## src/rps_pkg.sv

```systemverilog
// constants and types for reset and panel supervision
//
// Contract
// the selection takes only 0 to 3 and 14 to 17, and starts at 14.
// with selection 1, 3, 15 or 17 a reset request is taken only while a trip is active.
// with selection 0, 2, 14 or 16 a reset request is taken at any time.
// a taken reset shuts the output stage off and clears thermal and brake duty sums.
// the panel reset key works only while a trip is active, whatever the selection.
// with detection on, a panel absent for more than 1 s raises the disconnect alarm.
// with selection 0, 1, 14 or 15 a panel loss raises no alarm and running goes on.
// a panel already absent before power-on is not judged an alarm.
// after a disconnect alarm the operator reconnects the panel and then resets.
// panel jog with detection off decelerates to a stop when the panel goes away.
// with serial traffic on the panel connector disconnect detection is off.
// with selection 0 to 3 the stop key stops the motor only in panel mode.
// with selection 14 to 17 the stop key stops the motor in every mode.
// the selection may be written at any time and a parameter clear leaves it alone.
// a panel stop in external mode shows the stop indication but raises no alarm.
// the absence timer restarts from zero when the panel returns before the limit.
package rps_pkg;
    localparam int unsigned rps_clk_hz = 100_000_000;
    localparam int unsigned rps_absent_ms = 1000;
    localparam int unsigned rps_absent_cycles = rps_clk_hz / 1000 * rps_absent_ms;
    localparam logic [4:0] rps_sel_reset = 5'h0e;

    // register map, byte addresses
    localparam logic [7:0] rps_addr_sel = 8'h00;
    localparam logic [7:0] rps_addr_ctrl = 8'h04;
    localparam logic [7:0] rps_addr_status = 8'h08;

    // control register bits
    localparam int rps_ctrl_sel_write = 0;
    localparam int rps_ctrl_param_clear = 1;

    // status register bits
    localparam int rps_st_trip = 0;
    localparam int rps_st_alarm = 1;
    localparam int rps_st_stop_ind = 2;
    localparam int rps_st_shutoff = 3;
    localparam int rps_st_decel = 4;
    localparam int rps_st_panel_seen = 5;
    localparam int rps_st_rej = 6;

    typedef enum logic [1:0] {
        rps_mode_panel = 2'b00,
        rps_mode_ext = 2'b01,
        rps_mode_comm = 2'b10
    } rps_mode_e;

    typedef enum logic [1:0] {
        rps_pst_idle = 2'b00,
        rps_pst_counting = 2'b01,
        rps_pst_alarm = 2'b10
    } rps_pst_e;
endpackage : rps_pkg

```

## src/rps_absence_timer.sv

```systemverilog
// panel absence timer with restart on reconnect
module rps_absence_timer
    import rps_pkg::*;
#(
    parameter int unsigned limit_cycles = rps_absent_cycles
) (
    input wire logic hclk,
    input wire logic hresetn,
    input wire logic run,
    output logic expired
);
    logic [31:0] cnt_q;

    // restart on reconnect
    always_ff @(posedge hclk or negedge hresetn) begin
        if (!hresetn) begin
            cnt_q <= 32'h0;
        end else if (!run) begin
            cnt_q <= 32'h0;
        end else if (cnt_q <= limit_cycles) begin
            cnt_q <= cnt_q + 32'h1;
        end
    end

    // strictly more than the limit
    assign expired = run && (cnt_q > limit_cycles);
endmodule : rps_absence_timer

```

## src/rps_top.sv

```systemverilog
// reset acceptance, panel loss supervision and stop key decode
module rps_top
    import rps_pkg::*;
#(
    parameter int unsigned absent_cycles = rps_absent_cycles
) (
    input wire logic hclk,
    input wire logic hresetn,
    input wire logic hsel,
    input wire logic [31:0] haddr,
    input wire logic [1:0] htrans,
    input wire logic hwrite,
    input wire logic [2:0] hsize,
    input wire logic [31:0] hwdata,
    input wire logic hready,
    output logic [31:0] hrdata,
    output logic hreadyout,
    output logic hresp,
    input wire logic reset_request_input,
    input wire logic comm_reset_cmd,
    input wire logic panel_reset_key,
    input wire logic panel_stop_key,
    input wire logic panel_present,
    input wire logic panel_serial_active,
    input wire logic panel_jog,
    input wire logic running,
    input wire logic trip_active,
    input wire logic [1:0] op_mode,
    input wire logic panel_stop_release,
    output logic drive_reset,
    output logic output_shutoff,
    output logic clear_thermal,
    output logic clear_brake_duty,
    output logic panel_disconnect_alarm,
    output logic alarm_stop,
    output logic alarm_output,
    output logic decel_stop,
    output logic panel_stop_indication
);

    ////////////////////////////////////////////////////////////////////////////
    // helpers

    function automatic logic sel_legal(input logic [31:0] v);
        return (v <= 32'h3) || ((v >= 32'he) && (v <= 32'h11));
    endfunction : sel_legal

    // trip-only reset acceptance: 1, 3, 15, 17
    function automatic logic sel_trip_only(input logic [4:0] s);
        return s[0];
    endfunction : sel_trip_only

    // disconnect detection: 2, 3, 16, 17
    function automatic logic sel_detect(input logic [4:0] s);
        return s[4] || (s[1] && !s[3]);
    endfunction : sel_detect

    // stop key in every mode: 14 to 17
    function automatic logic sel_stop_all(input logic [4:0] s);
        return s[4] || s[3];
    endfunction : sel_stop_all

    function automatic logic in_panel_mode(input logic [1:0] m);
        return m == rps_mode_panel;
    endfunction : in_panel_mode

    ////////////////////////////////////////////////////////////////////////////
    // bus address phase

    logic [4:0] sel_q;
    logic wr_pend_q;
    logic [7:0] addr_q;
    logic rej_q;
    logic [31:0] rdata_q;
    logic bus_go;

    assign bus_go = hsel && hready && htrans[1];
    // zero wait states, always okay response
    assign hreadyout = 1'b1;
    assign hresp = 1'b0;
    assign hrdata = rdata_q;

    // capture the address phase for the data phase
    always_ff @(posedge hclk or negedge hresetn) begin
        if (!hresetn) begin
            wr_pend_q <= 1'b0;
            addr_q <= 8'h00;
        end else begin
            wr_pend_q <= bus_go && hwrite;
            if (bus_go) begin
                addr_q <= haddr[7:0];
            end
        end
    end

    ////////////////////////////////////////////////////////////////////////////
    // selection setting

    logic sel_wr;
    logic ctrl_wr;
    logic [4:0] sel_d;

    assign sel_wr = wr_pend_q && (addr_q == rps_addr_sel);
    assign ctrl_wr = wr_pend_q && (addr_q == rps_addr_ctrl);

    // legal values only
    always_comb begin
        sel_d = sel_q;
        if (sel_wr && sel_legal(hwdata)) begin
            sel_d = hwdata[4:0];
        end
    end

    // writable always, survives clear
    always_ff @(posedge hclk or negedge hresetn) begin
        if (!hresetn) begin
            sel_q <= rps_sel_reset;
        end else begin
            sel_q <= sel_d;
        end
    end

    // rejected write flag, write 1 to ctrl bit0 clears, set wins
    always_ff @(posedge hclk or negedge hresetn) begin
        if (!hresetn) begin
            rej_q <= 1'b0;
        end else if (sel_wr && !sel_legal(hwdata)) begin
            rej_q <= 1'b1;
        end else if (ctrl_wr && hwdata[rps_ctrl_sel_write]) begin
            rej_q <= 1'b0;
        end
    end

    // decoded selection fields
    logic trip_only;
    logic detect_en;
    logic stop_all_modes;

    assign trip_only = sel_trip_only(sel_q);
    assign detect_en = sel_detect(sel_q) && !panel_serial_active;
    assign stop_all_modes = sel_stop_all(sel_q);

    ////////////////////////////////////////////////////////////////////////////
    // reset acceptance

    logic ext_req;
    logic accept;

    assign ext_req = reset_request_input || comm_reset_cmd;

    always_comb begin
        accept = 1'b0;
        // trip only
        if (ext_req && trip_only && trip_active) begin
            accept = 1'b1;
        end
        // always accepted
        if (ext_req && !trip_only) begin
            accept = 1'b1;
        end
        // panel key needs trip
        if (panel_reset_key && trip_active) begin
            accept = 1'b1;
        end
    end

    // shutoff and clears
    always_ff @(posedge hclk or negedge hresetn) begin
        if (!hresetn) begin
            drive_reset <= 1'b0;
            output_shutoff <= 1'b0;
            clear_thermal <= 1'b0;
            clear_brake_duty <= 1'b0;
        end else begin
            drive_reset <= accept;
            output_shutoff <= accept || (pst_q == rps_pst_alarm);
            clear_thermal <= accept;
            clear_brake_duty <= accept;
        end
    end

    ////////////////////////////////////////////////////////////////////////////
    // panel supervision

    rps_pst_e pst_q;
    logic seen_q;
    logic expired;
    logic absent_run;

    // only after panel once seen
    always_ff @(posedge hclk or negedge hresetn) begin
        if (!hresetn) begin
            seen_q <= 1'b0;
        end else if (panel_present) begin
            seen_q <= 1'b1;
        end
    end

    // serial traffic disables detection
    assign absent_run = detect_en && seen_q && !panel_present && (pst_q != rps_pst_alarm);

    // absence timer, restarted on reconnect
    rps_absence_timer #(
        .limit_cycles(absent_cycles)
    ) u_timer (
        .hclk(hclk),
        .hresetn(hresetn),
        .run(absent_run),
        .expired(expired)
    );

    // alarm held until accepted reset
    always_ff @(posedge hclk or negedge hresetn) begin
        if (!hresetn) begin
            pst_q <= rps_pst_idle;
        end else begin
            case (pst_q)
                rps_pst_idle: begin
                    if (absent_run) begin
                        pst_q <= rps_pst_counting;
                    end
                end
                rps_pst_counting: begin
                    // alarm after limit
                    if (expired) begin
                        pst_q <= rps_pst_alarm;
                    // back to idle on return
                    end else if (!absent_run) begin
                        pst_q <= rps_pst_idle;
                    end
                end
                rps_pst_alarm: begin
                    if (accept) begin
                        pst_q <= rps_pst_idle;
                    end
                end
                default: begin
                    pst_q <= rps_pst_idle;
                end
            endcase
        end
    end

    logic alarm_now;

    // alarm level, dropped by an accepted reset
    assign alarm_now = (pst_q == rps_pst_alarm) && !accept;

    // no alarm when detection off
    always_ff @(posedge hclk or negedge hresetn) begin
        if (!hresetn) begin
            panel_disconnect_alarm <= 1'b0;
            alarm_stop <= 1'b0;
            alarm_output <= 1'b0;
        end else begin
            panel_disconnect_alarm <= alarm_now;
            alarm_stop <= alarm_now;
            // panel stop gives no alarm
            alarm_output <= alarm_now || (trip_active && !accept);
        end
    end

    ////////////////////////////////////////////////////////////////////////////
    // stop key and jog

    logic key_stop;
    logic jog_loss;
    logic ind_q;

    always_comb begin
        key_stop = 1'b0;
        // panel mode only
        if (panel_stop_key && !stop_all_modes && in_panel_mode(op_mode)) begin
            key_stop = 1'b1;
        end
        // every mode
        if (panel_stop_key && stop_all_modes) begin
            key_stop = 1'b1;
        end
    end

    // jog stops on panel loss
    assign jog_loss = panel_jog && running && !panel_present && !detect_en;

    // stop held while the indication stands
    always_ff @(posedge hclk or negedge hresetn) begin
        if (!hresetn) begin
            decel_stop <= 1'b0;
        end else begin
            decel_stop <= key_stop || jog_loss || (ind_q && !panel_stop_release && !accept);
        end
    end

    // stop indication, held until released or reset
    always_ff @(posedge hclk or negedge hresetn) begin
        if (!hresetn) begin
            ind_q <= 1'b0;
        end else if (key_stop && stop_all_modes && !in_panel_mode(op_mode)) begin
            ind_q <= 1'b1;
        end else if (panel_stop_release || accept) begin
            ind_q <= 1'b0;
        end
    end

    assign panel_stop_indication = ind_q;

    ////////////////////////////////////////////////////////////////////////////
    // read data

    // status word, live levels and flags
    logic [31:0] status_w;

    always_comb begin
        status_w = 32'h0;
        status_w[rps_st_trip] = trip_active;
        status_w[rps_st_alarm] = panel_disconnect_alarm;
        status_w[rps_st_stop_ind] = ind_q;
        status_w[rps_st_shutoff] = output_shutoff;
        status_w[rps_st_decel] = decel_stop;
        status_w[rps_st_panel_seen] = seen_q;
        status_w[rps_st_rej] = rej_q;
    end

    // read data launched in the address phase
    always_ff @(posedge hclk or negedge hresetn) begin
        if (!hresetn) begin
            rdata_q <= 32'h0;
        end else if (bus_go && !hwrite) begin
            case (haddr[7:0])
                rps_addr_sel: begin
                    rdata_q <= {27'h0, sel_d};
                end
                rps_addr_status: begin
                    rdata_q <= status_w;
                end
                default: begin
                    rdata_q <= 32'h0;
                end
            endcase
        end
    end
endmodule : rps_top

```

## config.mk

```make
export PLATFORM = sky130hd
export DESIGN_NAME = rps_top
export DESIGN_NICKNAME = d
export VERILOG_FILES = /design/src/rps_pkg.sv /design/src/rps_absence_timer.sv /design/src/rps_top.sv
export SDC_FILE = /design/constraint.sdc
export NUM_CORES = 1
export LEC_CHECK = 0
export BUFFER_PORTS_ARGS = -buffer_cell sky130_fd_sc_hd__buf_4
export CAP_MARGIN = 20
export CORE_ASPECT_RATIO = 0.6
export CORE_UTILIZATION = 45
export DETAILED_ROUTE_END_ITERATION = 10
export PLACE_DENSITY_LB_ADDON = 0.08
export SYNTH_ARGS = -nofsm -noshare
export SYNTH_HDL_FRONTEND = slang
export SYNTH_HIERARCHICAL = 1
export SYNTH_SLANG_ARGS = --single-unit
```

## constraint.sdc

```tcl
create_clock -name hclk -period 2.93 [get_ports hclk]
set_input_delay 0.4395 -clock hclk [delete_from_list [all_inputs] [get_ports hclk]]
set_output_delay 0.4395 -clock hclk [all_outputs]
set_load 0.05 [all_outputs]
```

Word level (Yosys, flattened, before mapping)
Cells that the tools add are included.
{ "totals": {"register_bits": 88, "latchBits": 0, "ram_bits": 0, "rom_bits": 0, "input_bits": 86, "output_inout_bits": 43, "elab_cells": 106, "mem_count": 0} }
{ "op_classes": {"n_addsub": 1, "multipliers": 0, "div_mod_pow": 0, "order_cmp": 5, "eq_ne": 9, "shifts": 0, "n_mux": 18, "bitwise_logic": 0, "n_reduce_logical": 59} }
{ "ops": {"columns": ["cell", "count"], "rows": [
  ["32-bit two-way mux", 2],
  ["32-bit by 1-bit adder with 32-bit output, second input constant", 1],
  ["32-bit by 4-bit >= comparator with 1-bit output, second input constant", 1],
  ["32-bit by 27-bit greater-than comparator with 1-bit output, second input constant", 1],
  ["32-bit by 2-bit <= comparator with 1-bit output, second input constant", 1],
  ["32-bit by 27-bit <= comparator with 1-bit output, second input constant", 1],
  ["32-bit by 5-bit <= comparator with 1-bit output, second input constant", 1],
  ["1-bit logical AND", 32],
  ["8-bit zero test", 2],
  ["7-bit case mux with 2 select lines", 1],
  ["1-bit zero test", 11],
  ["1-bit logical OR", 9],
  ["1-bit two-way mux", 9],
  ["8-bit by 3-bit == test with 1-bit output, second input constant", 1],
  ["8-bit by 4-bit == test with 1-bit output, second input constant", 1],
  ["2-bit two-way mux", 4],
  ["2-bit inequality test, second input constant", 3],
  ["2-bit case mux with 3 select lines", 1],
  ["5-bit two-way mux", 1],
  ["2-bit zero test", 2],
  ["2-bit nonzero test", 2],
  ["3-bit inequality test, second input constant", 1],
  ["3-bit AND reduction", 1],
  ["2-bit by 1-bit == test with 1-bit output, second input constant", 1],
  ["other kinds (2)", 2]
]} }

Longest topological paths before layout
Gate-level depths: netlist of run 1.
{ "logic_depth": {"ltp_word": 10, "mapped_depth": 12, "depth_no_buf": 9} }

Hierarchy
The synthesis of run 1 kept the hierarchy.
{ "by_module_without_submodules": {"columns": ["mod", "instances", "cells_per_inst", "area_each_um2", "seq_area_each_um2"], "rows": [
  ["rps_top", 1, 172, 1798.0, 779.5],
  ["rps_absence_timer", 1, 192, 1761.7, 800.8]
]} }

Worst setup path before layout of run 1
OpenSTA, ideal clock, no wires.
{ "synth_timing": {"path_kind": "reg-to-reg", "start": "reg u_timer.cnt_q[13]", "end": "reg pst_q[0]", "setup_time_ps": 67, "arrival_time_ps": 2520, "required_ps": 2863, "setup_slack_ps": 343, "stages_incl_launch_ff": 11, "n_path_buf": 3, "synth_period_minus_slack_ps": 2587, "cell_sequence": "dfrtp_1 > nand4_1 > or4_1 > or4_1 > a31o_2 > buf_6 > buf_6 > clkbuf_1 > and2_1 > nand2_1 > and3b_1"} }
{ "synth_via": {"elab_chain_cells": 4, "elab_cells_between_ends": 6, "classes_between": "order compare: 1; eq/ne: 1; mux: 2; reduce/logical: 2"} }
{ "synth_lines": {"columns": ["item", "line", "text"], "rows": [
  ["start: declaration", "rps_absence_timer.sv:12", "logic [31:0] cnt_q;"],
  ["start signal: assignment", "rps_absence_timer.sv:21", "cnt_q <= cnt_q + 32'h1;"],
  ["32-bit by 27-bit greater-than comparator with 1-bit output *", "rps_absence_timer.sv:26", "assign expired = run && (cnt_q > limit_cycles);"],
  ["1-bit logical AND *", "rps_absence_timer.sv:26", null],
  ["via expired", "rps_top.sv:187", "logic expired;"],
  ["3-bit inequality test (no line) / 2-bit two-way mux (equally long branches)", null, null],
  ["3-bit AND reduction (no line) / 2-bit case mux with 3 select lines (equally long branches)", null, null],
  ["end signal: assignment", "rps_top.sv:215", "pst_q <= rps_pst_idle;"],
  ["end signal: assignment", "rps_top.sv:220", "pst_q <= rps_pst_counting;"],
  ["end signal: assignment", "rps_top.sv:226", "pst_q <= rps_pst_alarm;"],
  ["end: declaration", "rps_top.sv:185", "rps_pst_e pst_q;"]
]} }
Mark *: on every way through the listed nets, which the timed path passes. The rest lies on a longest branch.
A chain may end at the register's enable or synchronous reset.

Worst setup path in the final report of run 1
{ "layout_timing": {"start": "reg u_timer.cnt_q[14]", "end": "reg u_timer.cnt_q[10]"} }
{ "layout_via": {"elab_chain_cells": 2} }
{ "layout_lines": {"columns": ["item", "line", "text"], "rows": [
  ["32-bit by 27-bit <= comparator with 1-bit output", "rps_absence_timer.sv:20", "end else if (cnt_q <= limit_cycles) begin"],
  ["2-bit inequality test (no line)", null, null]
]} }
No other way between the ends.

==> metrics.md, run 1 <==
| Metric | Value |
|---|---|
| Max Freq | `353 MHz` |
| Via count of the routed design | `3026` |
| CP Data Arrival Time | `3.07 ns` |
| Slew HR | `0.460` |
| First-pass GRT wire length | `14.3 mm` |
| CP Launch Point | `u_timer/cnt_q[14]` |
| Hold bufs inserted after CTS | `0` |
| Max-slew violations | `0` |
| Multi-input logic area | `0.00171 mm^2` |
| PortBufs | `73` |
| Main synth FF type | `dfrtp_1` |
| CTS tree | `built` |
| Unrepaired setup endpoints after global routing | `false` |
| Yosys top cell by area | `dfrtp_1` |
| Post-synth EDFFs | `0` |
| Num ports | `129` |
| Layout cell share with drive strength beyond 1 | `0.261` |
| Num CTS Buffers | `9` |
| Placed inst area | `0.00412 mm^2` |
| Pre-antenna DRT Iters | `4` |
| Via-to-Cell Ratio | `5.52` |
| PwrDens | `511 mW/mm^2` |
| CP startpoint kind | `flop` |
| WP data required | `3.16 ns` |
| Starting Density | `0.478` |
| Vias in the first global route | `2860` |
| Tmin final | `2.83 ns` |
| Largest net degree at the start of global routing | `64` |
| Clk Latency, worst-skew pair | `0.33 ns` |
| Post-CTS sizing | `0` |
| GRT Residual Overflow | `0` |
| Final period utilization | `0.967` |
| CP max stage delay | `0.53 ns` |
| Final instance area | `0.00444 mm^2` |
| DR iter-0 viols | `160` |
| Synth top area cells | `dfrtp_1 (42%), buf_4 (6.3%), nor4_1 (3.3%)` |
| Synthesized flop and latch total | `63` |
| Count of different cell masters after synthesis | `47` |
| Peak supply drop | `0.000318 V` |
| Final Hold Viols | `0` |
| Core Area | `0.00745 mm^2` |
| Initial antenna violation count | `0` |
| Worst clock skew | `0.00569 ns` |
| Most Frequent Cell on Critical Path | `or4_1` |
| Fillers | `636` |
| RePlAce Congestion | `0.797` |
| HPWL Detailed | `6.23 mm` |
| Ant. Diodes | `0` |
| Routed WL | `8.60 mm` |
| Total track usage | `0.231` |
| Post-synth design cell area | `0.00356 mm^2` |
| Crit path buffers/inverters | `1` |
| CTS Sinks | `63` |
| WS Path Type | `reg2reg` |
| Die Width | `117 um` |
| HP Class | `in2async` |
| Maxcap violations | `0` |
| CTS Buffer Depth | `2` |
| CP delay by family, top | `simple AND/OR/NAND/NOR gates` |
| LEAKAGE | `1.92 nW` |
| Clk slew on worst S/H paths | `0.05 ns` |
| Syn Area/Cell | `9.78 um^2` |
| Clock tree root buffer cell | `clkbuf_16` |
| Nets | `528` |
| Antenna viol nets, final | `0` |
| Outcome | `completed` |
| Area fraction of the dominant cell type after synthesis | `0.422` |
| Area growth syn-to-layout | `24.6%` |
| Seq/Total Area, Yosys | `0.444` |
| Worst setup EP type | `flop` |
| DRC Markers | `0` |
| CP max stage cell | `or4_1` |
| Ys Warns | `6` |
| Async S/R FF share, synth | `1.00` |
| Wire per inst | `15.7 um` |
| CP cell instances | `nand4_1 > or4_1 > or4_1 > a31o_2 > buf_12 > or4_1 > a21oi_1` |
| Post-CTS Setup Inserts | `0` |
| Die Ht | `70.9 um` |
| Register area | `0.00158 mm^2` |
| Post-Synthesis Cells | `364` |
| H-tree levels | `3` |
| Slew @ Worst Pin | `0.810 ns` |
| Worst r2r src | `u_timer/cnt_q[14]` |
| # rows | `24` |
| Die area | `0.00828 mm^2` |
| Max FO, Critical Path | `25` |
| Final setup violation count | `0` |
| Final setup TNS | `0 ns` |
Yosys cell counts, types with 7 or more instances:
cell and n:
dfrtp_1 60, buf_4 30, nand2_1 30, nor4_1 19, a21oi_1 18, nand3_1 15, or4_1 15, inv_1 13
o31ai_1 12, o21ai_0 11, a221oi_1 10, mux2i_1 10, or3_1 10, clkbuf_1 9, mux2_1 9, nand4_1 9
nor2_1 9, nand2b_1 7
where the power goes:
group,internal [W],switching (W)
sequential,0.000896,0.0000132
combinational,0.0000760,0.000148
clock,0.000759,0.000372
total,0.00173,0.000533
through the flow:
step                power (W)  setup slack, ns  hold slack, ns  cells   util
floorplan             0.00108            0.343           0.144    389      -
global placement      0.00115            0.183           0.454    533  0.554
detailed placement    0.00115            0.168           0.471    533  0.554
CTS                   0.00229            0.141           0.236    548  0.596
global route          0.00234           0.0227           0.267    548  0.596
finish                0.00226           0.0955           0.184    548  0.596
path summary, 6_finish.rpt:
| kind | depth (start not counted) | to | slack [ns] |
|---|---|---|---|
| max in group asynchronous | 1 | u_timer/cnt_q[30] | 2.19 |
| min in group hclk | 2 | addr_q[6] | 0.33 |
| hold / removal | 1 | hrdata[2] | 0.18 |
| setup reg to reg | 7 | u_timer/cnt_q[10] | 0.1 |
| setup / recovery | 7 | u_timer/cnt_q[10] | 0.1 |
| hold reg to reg | 1 | u_timer/cnt_q[29] | 0.49 |
metal layers:
layer / GRT usage / routed length [um] / up-vias
met5: 0 / 0 / -
met4: 0.0689 / 79 / 0
met3: 0.0703 / 536 / 10
met2: 0.311 / 3430 / 107
met1: 0.353 / 4560 / 1455
li1: - / - / 1454
flip-flops by register name, indices dropped and copies added (netlist names), 2 cells and up:
name and flops:
addr_q 8, pst_q 2, u_timer/cnt_q 32, sel_q 5, hrdata 7
cell type report:
cell class,count,share of cell area
well taps,104,0.0293
clock buffers,11,0.0547
multi-input cells,266,0.384
clock inverters,4,0.0158
inverters,15,0.0127
flip-flops and latches,63,0.356
repair buffers,85,0.147
placed cells by master (no fill, tap or decap), types with 2 or more instances in the layout:
| cell | n |
|---|---|
| or2_2 | 4 |
| o21ai_1 | 4 |
| or4_1 | 15 |
| and2_1 | 6 |
| o31a_1 | 3 |
| inv_1 | 13 |
| o31ai_1 | 12 |
| nand3_1 | 15 |
| nor4_4 | 3 |
| nand2b_1 | 7 |
| mux2_2 | 3 |
| nor3_1 | 5 |
| and4b_1 | 2 |
| a21oi_1 | 18 |
| nand4_1 | 9 |
| nand2_1 | 30 |
| nand3b_1 | 2 |
| bufinv_16 | 2 |
| dfrtp_1 | 60 |
| buf_4 | 84 |
| nor2b_1 | 5 |
| o21a_1 | 4 |
| or3_1 | 10 |
| o21ai_0 | 11 |
| clkinv_1 | 2 |
| dfstp_2 | 3 |
| mux2i_1 | 10 |
| conb_1 | 27 |
| nor2_1 | 9 |
| nor4_1 | 19 |
| a221oi_1 | 10 |
| clkinv_2 | 2 |
| clkbuf_16 | 9 |
| mux2_1 | 9 |
| ha_1 | 2 |
cell families after synthesis:
| kind of cell | count (synthesis) | share of synthesized area |
|---|---|---|
| buffers and inverters | 60 | 0.103 |
| other | 2 | 0.00211 |
| AOI/OAI and AO/OA | 67 | 0.124 |
| adders and majority gates | 2 | 0.00703 |
| xor gates and xnor gates | 1 | 0.00246 |
| muxes | 22 | 0.0661 |
| and+or+nand+nor | 147 | 0.251 |
| DFF | 63 | 0.444 |
Power figures use the tool's default switching activity.
==> run 2, diff against run 1 <==
- clock period: 2.93 -> 3.3 ns (I/O delays scaled with it)
==> run 2 against run 1 <==
Compared with the run above: worst hold slack improved by 0.059 ns; clock-buffer cell count up 2; sequential power decreased by 11%; critical path depth down 1; wire length shrank 4.2%; worst setup slack better by 0.17 ns; sequential share of layout area rose by 0.86 points; clock skew rose by 0.0015 ns; clock power decreased by 20%; largest cell class unchanged.
==> metrics.md, run 2 (synthesis results as in run 1) <==
| Metric | Value |
|---|---|
| Final worst slack | `0.267 ns` |
| Register area | `0.00158 mm^2` |
| Pre-antenna DRT Iters | `4` |
| DRC Markers | `0` |
| Worst clock skew | `0.00714 ns` |
| Peak supply drop | `0.000204 V` |
| Most frequent cells in the layout | `buf_4 (75), dfrtp_1 (60), nand2_1 (30)` |
| WS Path Type | `reg2reg` |
| Starting Density | `0.478` |
| Tmin final | `3.03 ns` |
| Final instance area | `0.00433 mm^2` |
| Area growth syn-to-layout | `21.7%` |
| Post-CTS Setup Inserts | `0` |
| Vias in the first global route | `2882` |
| Final setup violation count | `0` |
| Clk Latency, worst-skew pair | `0.33 ns` |
| Die Width | `117 um` |
| Final Hold Viols | `0` |
| Slew HR | `0.428` |
| HP Class | `in2async` |
| Multi-input logic area | `0.00171 mm^2` |
| Total track usage | `0.225` |
| Via-to-Cell Ratio | `5.44` |
| Core Area | `0.00745 mm^2` |
| Routed WL | `8.24 mm` |
| Die Ht | `70.9 um` |
| Wire per inst | `15.3 um` |
| Max-slew violations | `0` |
| CTS Sinks | `63` |
| CP Data Arrival Time | `3.27 ns` |
| WP data required | `3.54 ns` |
| # rows | `24` |
| Clock tree root buffer cell | `clkbuf_16` |
| Fillers | `671` |
| Antenna viol nets, final | `0` |
| Placed inst area | `0.00404 mm^2` |
| First-pass GRT wire length | `14.0 mm` |
| RePlAce Congestion | `0.793` |
| Layout cell share with drive strength beyond 1 | `0.248` |
| DP Worst Slack | `0.268 ns` |
| Unrepaired setup endpoints after global routing | `false` |
| Final setup TNS | `0 ns` |
| Nets | `518` |
| Initial antenna violation count | `0` |
| LEAKAGE | `1.86 nW` |
| Max FO, Critical Path | `48` |
| Ant. Diodes | `0` |
| PwrDens | `441 mW/mm^2` |
| Outcome | `completed` |
| Hold bufs inserted after CTS | `0` |
| Max Freq | `330 MHz` |
| Slew @ Worst Pin | `0.859 ns` |
| Placed insts | `523` |
| CTS tree | `built` |
| Clk slew on worst S/H paths | `0.05 ns` |
| Via count of the routed design | `2930` |
| Die area | `0.00828 mm^2` |
| Final period utilization | `0.919` |
| DR iter-0 viols | `162` |
| CTS Buffer Depth | `2` |
| Largest register by flop count | `u_timer/cnt_q` |
| Num CTS Buffers | `9` |
| Largest net degree at the start of global routing | `64` |
| GRT Residual Overflow | `0` |
| PortBufs | `73` |
| Maxcap violations | `0` |
| Total power | `0.00191 W` |
| Num ports | `129` |
| Commonest non-fill, non-tap cell in the layout | `buf_4` |
| Post-CTS sizing | `0` |
| Worst setup EP type | `flop` |
| Max reg flops | `32` |
| CP startpoint kind | `flop` |
| HPWL Detailed | `6.05 mm` |
| H-tree levels | `3` |
| Post-Layout Cell Count | `539` |
## run 2: area by class of cell
type | instances | area share
clock inverters | 3 | 0.00347
clock buffers | 13 | 0.0647
flip-flops and latches | 63 | 0.365
inverters | 15 | 0.0130
repair buffers | 75 | 0.130
well taps | 104 | 0.0300
multi-input cells | 266 | 0.394
## run 2: final timing paths
path,startpoint,end,slack (ns),cells past startpoint
setup / recovery,u_timer/cnt_q[13],u_timer/cnt_q[7],0.27,6
hold / removal,hresetn,hrdata[2],0.24,1
setup reg to reg,u_timer/cnt_q[13],u_timer/cnt_q[7],0.27,6
hold reg to reg,pst_q[1],pst_q[1],0.47,1
max in group asynchronous,hresetn,u_timer/cnt_q[29],2.52,1
min in group hclk,panel_present,seen_q,0.38,2
## run 2: metrics by stage
stage	hold WS, ns	utilization
floorplan	0.199	-
global placement	0.453	0.542
detailed placement	0.460	0.542
CTS	0.289	0.581
global route	0.325	0.581
finish	0.243	0.581
## run 2: per-layer routing
layer,global-route usage,share of wire
met5,0,0
met1,0.331,0.51
met2,0.321,0.42
met4,0.0577,0.0056
met3,0.0720,0.059
## run 2: report_power, final
| part | switching [W] | internal [W] |
|---|---|---|
| logic | 0.000131 | 0.0000669 |
| clock network | 0.000318 | 0.000585 |
| registers | 0.0000118 | 0.000796 |
## run 2: worst max-delay path: stages (launching register included)
cell and delay [ns]:
dfrtp_1 0.42, nand4_1 0.19, or4_1 0.53, or4_1 0.51, a31o_2 0.52, or4_1 0.60, a21oi_1 0.16
